==> src/rtl/opwk_pkg.sv <==
package opwk_pkg;
   // Clock rate and derived counts
   localparam int unsigned CLK_MHZ        = 200;
   localparam int unsigned CLK_PERIOD_NS  = 5;
   localparam int unsigned WAKE_MIN_US    = 10;
   localparam int unsigned WAKE_MIN_CYC   = WAKE_MIN_US * CLK_MHZ;
   localparam int unsigned IFSEL_NS       = 250;
   localparam int unsigned IFSEL_CYC      = IFSEL_NS / CLK_PERIOD_NS;
   localparam int unsigned FAST_SU_MS     = 10;
   localparam int unsigned FAST_SU_CYC    = FAST_SU_MS * 1000 * CLK_MHZ;
   localparam int unsigned PWRUP_DLY_US   = 100;
   localparam int unsigned PWRUP_DLY_CYC  = PWRUP_DLY_US * CLK_MHZ;
   localparam int unsigned CNT_W          = 24;
   localparam int unsigned HOST_PULSE_CYC = WAKE_MIN_CYC + 20;

   // SPI reset control byte
   localparam logic [7:0] CTRL_RESET = 8'h01;

   // Wake source mask bit positions
   localparam int unsigned WK_TIMER = 0;
   localparam int unsigned WK_PIN   = 1;
   localparam int unsigned WK_SEL   = 2;
   localparam int unsigned WK_TAG   = 3;
   localparam logic [3:0] WK_RESET  = 4'h0;

   // Requested low-power entry commands
   typedef enum logic [1:0] {
      OPWK_CMD_HIBERNATE = 2'h0,
      OPWK_CMD_SLEEP     = 2'h1,
      OPWK_CMD_TAGDET    = 2'h2
   } opwk_cmd_t;

   // Selected serial interface
   typedef enum logic [1:0] {
      OPWK_IF_NONE = 2'h0,
      OPWK_IF_UART = 2'h1,
      OPWK_IF_SPI  = 2'h2
   } opwk_if_t;

   // Device operating states
   typedef enum logic [6:0] {
      OPWK_POWERUP   = 7'h01,
      OPWK_HIBERNATE = 7'h02,
      OPWK_SLEEP     = 7'h04,
      OPWK_TAGDET    = 7'h08,
      OPWK_IFSEL     = 7'h10,
      OPWK_READY     = 7'h20,
      OPWK_READER    = 7'h40
   } opwk_state_t;

   // Host sequencer states
   typedef enum logic [3:0] {
      OPWK_H_INIT  = 4'h1,
      OPWK_H_PULSE = 4'h2,
      OPWK_H_WAIT  = 4'h4,
      OPWK_H_IDLE  = 4'h8
   } opwk_hstate_t;

   // Strap decode, used by the device end
   function automatic opwk_if_t opwk_decode(input logic a, input logic b);
      if (a && !b) begin
         return OPWK_IF_SPI;
      end else if (!a && !b) begin
         return OPWK_IF_UART;
      end
      return OPWK_IF_NONE;
   endfunction
endpackage

==> src/rtl/opwk_if.sv <==
interface opwk_if;
   import opwk_pkg::*;
   logic wake_rx_n;      // Shared receive / wake pin, active low
   logic sel_n;          // Serial slave select, active low
   logic iface_strap_a;  // Interface strap, first pin
   logic iface_strap_b;  // Interface strap, second pin
   logic reset_byte;     // Pulse: SPI reset control byte seen
   modport device (input wake_rx_n, input sel_n, input iface_strap_a,
                   input iface_strap_b, input reset_byte);
   modport host   (output wake_rx_n, output sel_n, output iface_strap_a,
                   output iface_strap_b, output reset_byte);
endinterface

==> src/rtl/opwk_device.sv <==
// What this block does
// - Power-on reset enters power-up wait state
// - Power-up wakes on wake low over 10us
// - Hibernate wakes only on long wake low
// - Sleep wakes on timer, pin or select
// - Tag detect also wakes on detected tag
// - Ready keeps field off, awaits protocol choice
// - Reader exchanges tag and host frames
// - Low-power states entered only by host command
// - Low-power states stop host communication
// - Idle command parameters set tag-detect wake
// - Interface selected only after wake pulse
// - Ready follows fast oscillator setup, max 10ms
// - Wake pulse never taken as start bit
// - Host waits 100us before first wake pulse
// - Interface selection completes after 250ns
// - Straps latched on wake falling edge
// - Slave select is active low
// - Reset byte returns to power-up after deselect
module opwk_device
   import opwk_pkg::*;
#(
   parameter int unsigned FAST_SU_CYCLES = FAST_SU_CYC
) (
   // Clock and reset
   input  wire logic        mclk,
   input  wire logic        arst_n,
   // Link to host
   opwk_if.device           lnk,
   // Command side from the command decoder
   input  wire logic        cmd_valid,
   input  wire opwk_cmd_t   cmd_kind,
   input  wire logic [3:0]  cmd_wake_mask,
   input  wire logic        proto_sel,
   input  wire logic        timer_evt,
   input  wire logic        tag_evt,
   // Status
   output opwk_state_t      state,
   output opwk_if_t         iface,
   output logic            low_power_wait_group,
   output logic            slow_oscillator,
   output logic            fast_oscillator,
   output logic            rf_field_on,
   output logic            host_comm_en,
   output logic            uart_rx_gate
);
   opwk_state_t      state_reg;
   opwk_state_t      state_next;
   opwk_if_t         iface_reg;
   logic [3:0]       wmask_reg;
   logic [CNT_W-1:0] cnt_reg;
   logic [CNT_W-1:0] low_cnt_reg;
   logic [2:0]       wk_sync_reg;
   logic [2:0]       sel_sync_reg;
   logic [1:0]       sa_sync_reg;
   logic [1:0]       sb_sync_reg;
   logic             rst_pend_reg;
   logic             long_low;
   logic             wake_fall;
   logic             sel_rise;
   logic             in_wait;
   logic             rf_reg;
   logic             comm_reg;
   logic             gate_reg;
   logic             wait_reg;
   logic             fast_reg;

   // One place decides the low-power wait group
   function automatic logic wait_of(input opwk_state_t s);
      return (s == OPWK_POWERUP) || (s == OPWK_HIBERNATE) ||
             (s == OPWK_SLEEP) || (s == OPWK_TAGDET);
   endfunction

   // Pins pass two flops before use; third stage for edges only
   always_ff @(posedge mclk or negedge arst_n) begin
      if (!arst_n) begin
         wk_sync_reg  <= 3'h7;
         sel_sync_reg <= 3'h7;
         sa_sync_reg  <= 2'h0;
         sb_sync_reg  <= 2'h0;
      end else begin
         wk_sync_reg  <= {wk_sync_reg[1:0], lnk.wake_rx_n};
         sel_sync_reg <= {sel_sync_reg[1:0], lnk.sel_n};
         sa_sync_reg  <= {sa_sync_reg[0], lnk.iface_strap_a};
         sb_sync_reg  <= {sb_sync_reg[0], lnk.iface_strap_b};
      end
   end

   assign wake_fall = wk_sync_reg[2] & ~wk_sync_reg[1];
   assign sel_rise  = ~sel_sync_reg[2] & sel_sync_reg[1];
   assign long_low  = (low_cnt_reg >= CNT_W'(WAKE_MIN_CYC));
   assign in_wait   = wait_of(state_reg);

   // Wake-low width; saturates so a held pin cannot wrap
   always_ff @(posedge mclk or negedge arst_n) begin
      if (!arst_n) begin
         low_cnt_reg <= '0;
      end else if (wk_sync_reg[1]) begin
         low_cnt_reg <= '0;
      end else if (!long_low) begin
         low_cnt_reg <= low_cnt_reg + CNT_W'(1);
      end
   end

   // Next state
   always_comb begin
      state_next = state_reg;
      case (state_reg)
         OPWK_POWERUP, OPWK_HIBERNATE: begin
            if (long_low) begin
               state_next = OPWK_IFSEL;
            end
         end
         OPWK_SLEEP: begin
            if ((wmask_reg[WK_TIMER] && timer_evt) ||
                (wmask_reg[WK_PIN] && long_low) ||
                (wmask_reg[WK_SEL] && !sel_sync_reg[1])) begin
               state_next = OPWK_READY;
            end
         end
         OPWK_TAGDET: begin
            if ((wmask_reg[WK_TIMER] && timer_evt) ||
                (wmask_reg[WK_PIN] && long_low) ||
                (wmask_reg[WK_SEL] && !sel_sync_reg[1]) ||
                (wmask_reg[WK_TAG] && tag_evt)) begin
               state_next = OPWK_READY;
            end
         end
         OPWK_IFSEL: begin
            if (cnt_reg >= CNT_W'(FAST_SU_CYCLES)) begin
               state_next = OPWK_READY;
            end
         end
         OPWK_READY, OPWK_READER: begin
            if (cmd_valid) begin
               case (cmd_kind)
                  OPWK_CMD_HIBERNATE: state_next = OPWK_HIBERNATE;
                  OPWK_CMD_SLEEP:     state_next = OPWK_SLEEP;
                  OPWK_CMD_TAGDET:    state_next = OPWK_TAGDET;
                  default:            state_next = state_reg;
               endcase
            end else if (state_reg == OPWK_READY && proto_sel) begin
               state_next = OPWK_READER;
            end
         end
         default: state_next = OPWK_POWERUP;
      endcase
      if (rst_pend_reg && sel_rise && !in_wait) begin
         state_next = OPWK_POWERUP;
      end
   end

   // State register
   always_ff @(posedge mclk or negedge arst_n) begin
      if (!arst_n) begin
         state_reg <= OPWK_POWERUP;
      end else begin
         state_reg <= state_next;
      end
   end

   // Setup counter runs only while selecting the interface
   always_ff @(posedge mclk or negedge arst_n) begin
      if (!arst_n) begin
         cnt_reg <= '0;
      end else if (state_reg != OPWK_IFSEL) begin
         cnt_reg <= '0;
      end else begin
         cnt_reg <= cnt_reg + CNT_W'(1);
      end
   end

   // Straps caught at wake fall out of power-up or hibernate
   always_ff @(posedge mclk or negedge arst_n) begin
      if (!arst_n) begin
         iface_reg <= OPWK_IF_NONE;
      end else if (wake_fall && (state_reg == OPWK_POWERUP ||
                                 state_reg == OPWK_HIBERNATE)) begin
         iface_reg <= opwk_decode(sa_sync_reg[1], sb_sync_reg[1]);
      end
   end

   // Wake sources taken from the idle command
   always_ff @(posedge mclk or negedge arst_n) begin
      if (!arst_n) begin
         wmask_reg <= WK_RESET;
      end else if (cmd_valid && (state_reg == OPWK_READY ||
                                 state_reg == OPWK_READER)) begin
         wmask_reg <= cmd_wake_mask;
      end
   end

   // Reset byte waits for deselect; cleared once taken
   always_ff @(posedge mclk or negedge arst_n) begin
      if (!arst_n) begin
         rst_pend_reg <= 1'b0;
      end else if (lnk.reset_byte && iface_reg == OPWK_IF_SPI) begin
         rst_pend_reg <= 1'b1;
      end else if (sel_rise || in_wait) begin
         rst_pend_reg <= 1'b0;
      end
   end

   // Registered status outputs
   always_ff @(posedge mclk or negedge arst_n) begin
      if (!arst_n) begin
         rf_reg   <= 1'b0;
         comm_reg <= 1'b0;
         gate_reg <= 1'b0;
         wait_reg <= 1'b1;
         fast_reg <= 1'b0;
      end else begin
         // Taken from the next state so flags line up with state
         wait_reg <= wait_of(state_next);
         fast_reg <= !wait_of(state_next);
         rf_reg   <= (state_next == OPWK_READER);
         comm_reg <= (state_next == OPWK_READY) ||
                     (state_next == OPWK_READER);
         // Receiver held off until wake pin is back high
         gate_reg <= (state_next == OPWK_READY ||
                      state_next == OPWK_READER) &&
                     (iface_reg == OPWK_IF_UART) &&
                     wk_sync_reg[1] &&
                     (gate_reg || state_reg == state_next);
      end
   end

   assign state                = state_reg;
   assign iface                = iface_reg;
   assign low_power_wait_group = wait_reg;
   assign slow_oscillator      = wait_reg;
   assign fast_oscillator      = fast_reg;
   assign rf_field_on          = rf_reg;
   assign host_comm_en         = comm_reg;
   assign uart_rx_gate         = gate_reg;
endmodule

==> src/flat_wrapper.sv <==
// flat-port wrapper written by rule: the top's interface ports become plain ports
module opwk_device_flat import opwk_pkg::*;
#(
   parameter int unsigned FAST_SU_CYCLES = FAST_SU_CYC
)
  (mclk, arst_n, cmd_valid, cmd_kind, cmd_wake_mask, proto_sel, timer_evt, tag_evt, state, iface, low_power_wait_group, slow_oscillator, fast_oscillator, rf_field_on, host_comm_en, uart_rx_gate, lnk_wake_rx_n, lnk_sel_n, lnk_iface_strap_a, lnk_iface_strap_b, lnk_reset_byte);
  opwk_if lnk_i ();
  input  wire logic mclk;
  input  wire logic arst_n;
  input  wire logic cmd_valid;
  input  wire opwk_cmd_t cmd_kind;
  input  wire logic [3:0] cmd_wake_mask;
  input  wire logic proto_sel;
  input  wire logic timer_evt;
  input  wire logic tag_evt;
  output opwk_state_t state;
  output opwk_if_t iface;
  output logic low_power_wait_group;
  output logic slow_oscillator;
  output logic fast_oscillator;
  output logic rf_field_on;
  output logic host_comm_en;
  output logic uart_rx_gate;
  input wire logic [$bits(lnk_i.wake_rx_n)-1:0] lnk_wake_rx_n;
  input wire logic [$bits(lnk_i.sel_n)-1:0] lnk_sel_n;
  input wire logic [$bits(lnk_i.iface_strap_a)-1:0] lnk_iface_strap_a;
  input wire logic [$bits(lnk_i.iface_strap_b)-1:0] lnk_iface_strap_b;
  input wire logic [$bits(lnk_i.reset_byte)-1:0] lnk_reset_byte;
  assign lnk_i.wake_rx_n = lnk_wake_rx_n;
  assign lnk_i.sel_n = lnk_sel_n;
  assign lnk_i.iface_strap_a = lnk_iface_strap_a;
  assign lnk_i.iface_strap_b = lnk_iface_strap_b;
  assign lnk_i.reset_byte = lnk_reset_byte;
  opwk_device #(.FAST_SU_CYCLES(FAST_SU_CYCLES)) u_core (.mclk(mclk), .arst_n(arst_n), .lnk(lnk_i), .cmd_valid(cmd_valid), .cmd_kind(cmd_kind), .cmd_wake_mask(cmd_wake_mask), .proto_sel(proto_sel), .timer_evt(timer_evt), .tag_evt(tag_evt), .state(state), .iface(iface), .low_power_wait_group(low_power_wait_group), .slow_oscillator(slow_oscillator), .fast_oscillator(fast_oscillator), .rf_field_on(rf_field_on), .host_comm_en(host_comm_en), .uart_rx_gate(uart_rx_gate));
endmodule
==> config.mk <==
export PLATFORM = sky130hd
export DESIGN_NAME = opwk_device_flat
export DESIGN_NICKNAME = d
export VERILOG_FILES = /design/src/rtl/opwk_pkg.sv /design/src/rtl/opwk_if.sv /design/src/rtl/opwk_device.sv /design/src/flat_wrapper.sv
export SDC_FILE = /design/constraint.sdc
export NUM_CORES = 1
export LEC_CHECK = 0
export BUFFER_PORTS_ARGS = -buffer_cell sky130_fd_sc_hd__buf_2
export CAP_MARGIN = 20
export CORE_MARGIN = 2
export CORE_UTILIZATION = 49
export DETAILED_ROUTE_END_ITERATION = 10
export GPL_TIMING_DRIVEN = 0
export HOLD_SLACK_MARGIN = 0.12
export PLACE_DENSITY = 0.73
export SLEW_MARGIN = 20
export SYNTH_ARGS = -nofsm -noshare
export SYNTH_HDL_FRONTEND = slang
export SYNTH_SLANG_ARGS = --single-unit
==> constraint.sdc <==
create_clock -name mclk -period 2.5 [get_ports mclk]
set_input_delay 0.375 -clock mclk [delete_from_list [all_inputs] [get_ports mclk]]
set_output_delay 0.375 -clock mclk [all_outputs]
set_load 0.005 [all_outputs]
# Yosys cells after proc, flatten, opt, wreduce, memory -nomap -nowiden
# Index checks and enable logic that the tools add are counted.
# op_classes
n_eq_ne	20
reduce_logical	37
n_mul	0
muxes	20
n_shift	0
n_bitwise	4
order_cmp	2
addsub	2
div_mod_pow	0
# op_table
cell	count
$mux W24	3
$mux W7	7
$add A24 B1 Y24 const B	2
$pmux W7 S5	1
$ge A24 B11 Y1 const B	1
$ge A24 B21 Y1 const B	1
$pmux W7 S3	1
$logic_and A1 B1 Y1	15
$eq A7 B1 Y1 const B	2
$eq A7 B2 Y1 const B	2
$eq A7 B3 Y1 const B	2
$eq A7 B4 Y1 const B	2
$eq A7 B6 Y1 const B	2
$eq A7 B7 Y1 const B	2
$logic_or A1 B1 Y1	13
$eq A7 B5 Y1 const B	1
$eq A7 B7 Y1	1
$ne A7 B5 Y1 const B	1
$mux W2	3
$logic_not A1 Y1	5
$mux W1	5
$eq A2 B1 Y1 const B	2
$eq A2 B2 Y1 const B	2
$reduce_or A2 Y1	2
other kinds (5)	7
# totals
elab_cells	100
memories	0
regBits	77
mem_bits_ro	0
inputBits	17
mem_bits_rw	0
output_inout_bits	15
latchBits	0

# Depth between registers and ports, before layout
# logic_depth
depth_word	13
mapped_depth	9
mapped_depth_nobuf	7

# Worst setup path after synthesis
# Ideal clock, no wire load.
# synth_timing
path_type	register -> register
start	reg u_core.state_reg[4] (netlist: u_core.state[4])
end	reg u_core.gate_reg (netlist: u_core.uart_rx_gate)
path_buffers	1
arrival_ns	2.141
stages_incl_launch_ff	9
required_ns	2.435
synth_period_minus_slack_ns	2.206
setup_ns	0.065
setup_slack_ns	0.294
cell_sequence	dfrtp_1 -> buf_6 -> or3_4 -> or3_1 -> a211o_1 -> nor2_1 -> a21oi_1 -> a2111oi_2 -> o211a_1
# synth_via
elab_chain_cells	12
word_cells_on_any_way	32
cone_classes	eq/ne (10); mux (9); reduce/logical (13)
# synth_rtl
item	line	source
start: declaration	opwk_device.sv:47	opwk_state_t state_reg;
start signal: assignment	opwk_device.sv:158	state_reg <= state_next;
parallel branches: the longest is 11 deep, another holds $eq A7 B6 Y1	-	
$logic_and A1 B1 Y1 *	opwk_device.sv:223	wk_sync_reg[1] &&
end signal: assignment	opwk_device.sv:220	gate_reg <= (state_next == OPWK_READY ||
end: declaration	opwk_device.sv:64	logic gate_reg;
# Every way passes the cells marked *.
# A chain may end at the register's enable or synchronous reset.

# Worst setup path after layout
# layout_timing
start	reg u_core.state_reg[4] (netlist: u_core.state[4])
end	reg u_core.fast_reg (netlist: u_core.fast_oscillator)
# layout_via
elab_chain_cells	12
word_cells_on_any_way	32
cone_classes	eq/ne (11); mux (9); reduce/logical (12)
# layout_rtl
item	line	source
parallel branches: the longest is 6 deep, another holds $eq A7 B6 Y1	-	
$mux W7 *	opwk_device.sv:148	if (rst_pend_reg && sel_rise && !in_wait) begin
$eq A7 B1 Y1 or $eq A7 B2 Y1 (tied branches)	opwk_device.sv:70	return (s == OPWK_POWERUP) || (s == OPWK_HIBERNATE) ||
$logic_or A1 B1 Y1 (2 in a row)	opwk_device.sv:70	
$logic_or A1 B1 Y1 *	opwk_device.sv:71	(s == OPWK_SLEEP) || (s == OPWK_TAGDET);
$logic_not A1 Y1 *	opwk_device.sv:215	fast_reg <= !wait_of(state_next);
end signal: assignment	opwk_device.sv:215	
end: declaration	opwk_device.sv:66	logic fast_reg;
# Marks and branches as above.

==> out/metrics.json <==
{
  "postLayoutCoreUtil": {"value": 0.5933},
  "global_route.peak_usage_layer": {"value": "met2"},
  "total_switching_power": {"value": 0.5287, "unit": "mW"},
  "synthToLayoutAreaGrowth": {"value": 17.02, "unit": "%"},
  "grt_antenna_before_repair": {"value": 0},
  "route.detailed.wl_per_inst": {"value": 14.28, "unit": "µm"},
  "post-route-period-util": {"value": 0.9578},
  "dp_wirelength": {"value": 5.153, "unit": "mm"},
  "drt_iter0_markers": {"value": 106},
  "total_clock_sinks": {"value": 77},
  "share_comb_of_total_power": {"value": 0.035},
  "syn_nets": {"value": 375},
  "cp.arrival": {"value": 2.63, "unit": "ns"},
  "hold_path.class": {"value": "primary input to flip-flop"},
  "outcome": {"value": "complete, no violations"},
  "grtUsageTotal": {"value": 0.1934},
  "path_clk_slew": {"value": 0.08, "unit": "ns"},
  "clock_power_share": {"value": 0.430},
  "drive_above_1_share": {"value": 0.2103},
  "detailed_place.area": {"value": 4006, "unit": "µm²"},
  "clock_tree.buffer_depth": {"value": 2},
  "place_congestion": {"value": 0.8443},
  "drt_first_pass_iters": {"value": 4},
  "final_area": {"value": 4327, "unit": "µm²"},
  "grt.met2_usage": {"value": 0.3016},
  "leakage": {"value": 1.928, "unit": "nW"},
  "fp.coreArea": {"value": 7292, "unit": "µm²"},
  "ys_seq_area_frac": {"value": 0.5239},
  "critical_path_fanout_max": {"value": 10},
  "drc_errors": {"value": 0},
  "finalHoldWorstSlack": {"value": 0.2504, "unit": "ns"},
  "maxCapViolations": {"value": 0},
  "timing.critical_path.from_type": {"value": "flip-flop"},
  "synth.yosys.warnings": {"value": 0},
  "synth_ff_type": {"value": "dfrtp_1"},
  "critical-path-top-delay-family": {"value": "simple AND/OR/NAND/NOR gates"},
  "critPathMaxStageDelay": {"value": 0.42, "unit": "ns"},
  "clockRootBuffer": {"value": "clkbuf_8"},
  "via_count_of_the_first_global_routing_pass": {"value": 2750},
  "path_cells": {"value": "buf_6 -> or3_4 -> or3_1 -> a211o_1 -> a21o_1 -> a31oi_2 -> nor3b_2 -> nor3b_1"},
  "die_h": {"value": 90.87, "unit": "µm"},
  "part_of_the_total_power_dissipated_in_sequential_elements": {"value": 0.536},
  "clock_tree_from_tritoncts": {"value": "done"},
  "slew_limit_headroom": {"value": 0.6591},
  "grt_pass1_wl": {"value": 12.72, "unit": "mm"},
  "internal_power": {"value": 1.857, "unit": "mW"},
  "post_synth_num_cell_types": {"value": 60},
  "vias_per_cell": {"value": 5.380},
  "final.setup_skew": {"value": 0.01263, "unit": "ns"},
  "critical-path-slowest-cell": {"value": "or3_4"},
  "width_of_the_chip": {"value": 90.87, "unit": "µm"},
  "vdd_drop_max": {"value": 0.4090, "unit": "mV"},
  "cts-htree-levels": {"value": 3},
  "syn_inst": {"value": 354},
  "critical_path_buf_inv_count": {"value": 1},
  "syn_area_per_cell": {"value": 10.44, "unit": "µm²"},
  "final_min_period": {"value": 2.395, "unit": "ns"},
  "initial_utilization": {"value": 0.5070},
  "power.density": {"value": 551.5, "unit": "nW/µm²"},
  "grt.overflow.total": {"value": 0},
  "skew_pair_late_insertion_delay": {"value": 0.36, "unit": "ns"},
  "grt_start_max_net_pins": {"value": 61},
  "rsz0062_at_grt": {"value": "no"},
  "final_antenna_net_count": {"value": 0},
  "number_of_cts_inserted_buffers": {"value": 9},
  "dr_total_vias": {"value": 2733},
  "max_freq": {"value": 0.4176, "unit": "GHz"},
  "netSwitchingFraction": {"value": 0.2216},
  "dieArea": {"value": 8256, "unit": "µm²"},
  "finalMaxSlewViolations": {"value": 0},
  "worst_ep_required_time": {"value": 2.74, "unit": "ns"},
  "synthesis_stage_register_bit_count": {"value": 77},
  "tightest_slew": {"value": 0.5067, "unit": "ns"},
  "gr-usage-met3": {"value": 0.05092},
  "setup_viol": {"value": 0},
  "postRouteWirelength": {"value": 7.252, "unit": "mm"},
  "setup.worst_path.class": {"value": "flip-flop to flip-flop"},
  "synth_enable_flop_cells": {"value": 0},
  "critPathCaptureType": {"value": "flip-flop"},
  "met1_usage": {"value": 0.2576},
  "buffer_ports.inserted": {"value": 31},
  "synth.cell_area": {"value": 3697, "unit": "µm²"},
  "fp-row-count": {"value": 31},
  "layout.nets": {"value": 425},
  "postSynth.asyncResetShare": {"value": 1.000},
  "io_pins": {"value": 32},
  "antenna-diode-count": {"value": 0},
  "final_hold_viol_count": {"value": 0}
}
## power by group through the flow
stage	Sequential (mW)	Clock (mW)	Combinational, mW
final	1.28	1.03	0.0828
after CTS	1.28	1.05	0.0856
after floorplan	1.30	0	0.0236
after global placement	1.30	0	0.0708
after global routing	1.28	1.11	0.0954
after detailed placement	1.30	0	0.0792
## through the flow
step                      cells  total power, mW  TNS [ns]  worst slack, ns
after CTS                   508            2.417         0          0.07665
final                       508            2.386         0           0.1054
after global placement      484            1.372  -0.02748         -0.02748
after floorplan             354            1.323         0           0.2937
after global routing        508            2.486         0         0.007244
after detailed placement    485            1.381  -0.04181         -0.04181
## per-layer routing
metal,share of wire,vias to the layer above
li1,-,1328
met3,0.044,13
met1,0.46,1326
met2,0.48,66
met5,0,-
met4,0.019,0
## final timing paths
kind	slack, ns	end	cells past startpoint	startpoint
worst max-delay path	0.11	u_core.fast_oscillator	8	u_core.state[4]
worst min register to register	0.36	u_core.wk_sync_reg[1]	0	u_core.wk_sync_reg[0]
min in group asynchronous	0.43	u_core.cnt_reg[14]	2	arst_n
worst max register to register	0.11	u_core.fast_oscillator	8	u_core.state[4]
worst min-delay path	0.25	u_core.wmask_reg[0]	2	cmd_wake_mask[0]
max in group asynchronous	1.46	u_core.sel_sync_reg[0]	3	arst_n
## area by class of cell
class	count	area, µm²
buffer	13	70.07
clock buffer	10	127.6
clock inverter	6	87.58
fill	649	2965
inverter	14	52.55
multi-input combinational	249	1670
sequential	77	1937
tap	99	123.9
timing repair buffer	40	257.7
## repair_timing
| item | 4_1_cts | 5_1_grt |
|---|---|---|
| endpoints found under the setup margin | 2 | 5 |
| hold buffers | 5 | 0 |
| buffers inserted | 2 | 1 |
| pin swaps | 2 | 1 |
| hold endpoints to repair | 19 | 0 |
| resized for setup | 0 | 7 |
## cells by family after synthesis
logic type               synth area share
multiplexers                      0.01218
adder cells (fa/ha/maj)           0.01354
XOR/XNOR                          0.07580
buffers and inverters             0.03418
AO/OA/AOI/OAI                      0.1137
flip-flops                         0.5239
AND/OR/NAND/NOR                    0.2267
## Yosys cell counts (3+ instances only)
library cell	n	area, µm²
a21o_1	3	22.52
a21oi_1	15	75.07
a41oi_1	3	26.28
and2_1	4	25.02
and3_1	7	43.79
and4_1	5	43.79
buf_2	5	25.02
clkbuf_1	6	22.52
dfrtp_1	69	1727
dfstp_2	8	210.2
ha_1	4	50.05
inv_1	14	52.55
mux2_2	4	45.04
nand2_1	19	71.32
nand2b_1	6	37.54
nand3_1	10	50.05
nand4_1	6	37.54
nor2_1	47	176.4
nor2b_1	15	93.84
nor3_1	6	30.03
nor3b_1	3	22.52
nor4_1	4	25.02
o211ai_1	7	52.55
o21ai_0	8	40.04
or3_1	4	25.02
xnor2_1	12	105.1
xor2_1	20	175.2
## cells in the final DEF (no fill, tap or decap), types with 3 or more instances in the layout
| master | n |
|---|---|
| o211ai_1 | 7 |
| nand2b_1 | 5 |
| clkinvlp_4 | 3 |
| xor2_1 | 20 |
| buf_2 | 35 |
| and4_1 | 5 |
| nor3_1 | 6 |
| dlygate4sd3_1 | 5 |
| nor4_2 | 3 |
| ha_1 | 4 |
| a21o_1 | 3 |
| clkbuf_8 | 9 |
| nand4_1 | 6 |
| mux2_2 | 4 |
| xnor2_1 | 12 |
| inv_1 | 14 |
| dfrtp_1 | 69 |
| nor2_1 | 47 |
| or3_1 | 4 |
| a41oi_1 | 3 |
| buf_4 | 6 |
| a21oi_1 | 15 |
| and3_1 | 7 |
| and2_1 | 4 |
| dfstp_2 | 8 |
| nor2b_1 | 15 |
| o21ai_0 | 8 |
| nand3_1 | 10 |
| nand2_1 | 19 |
| clkbuf_1 | 6 |
(Power assumes the default switching activity.)
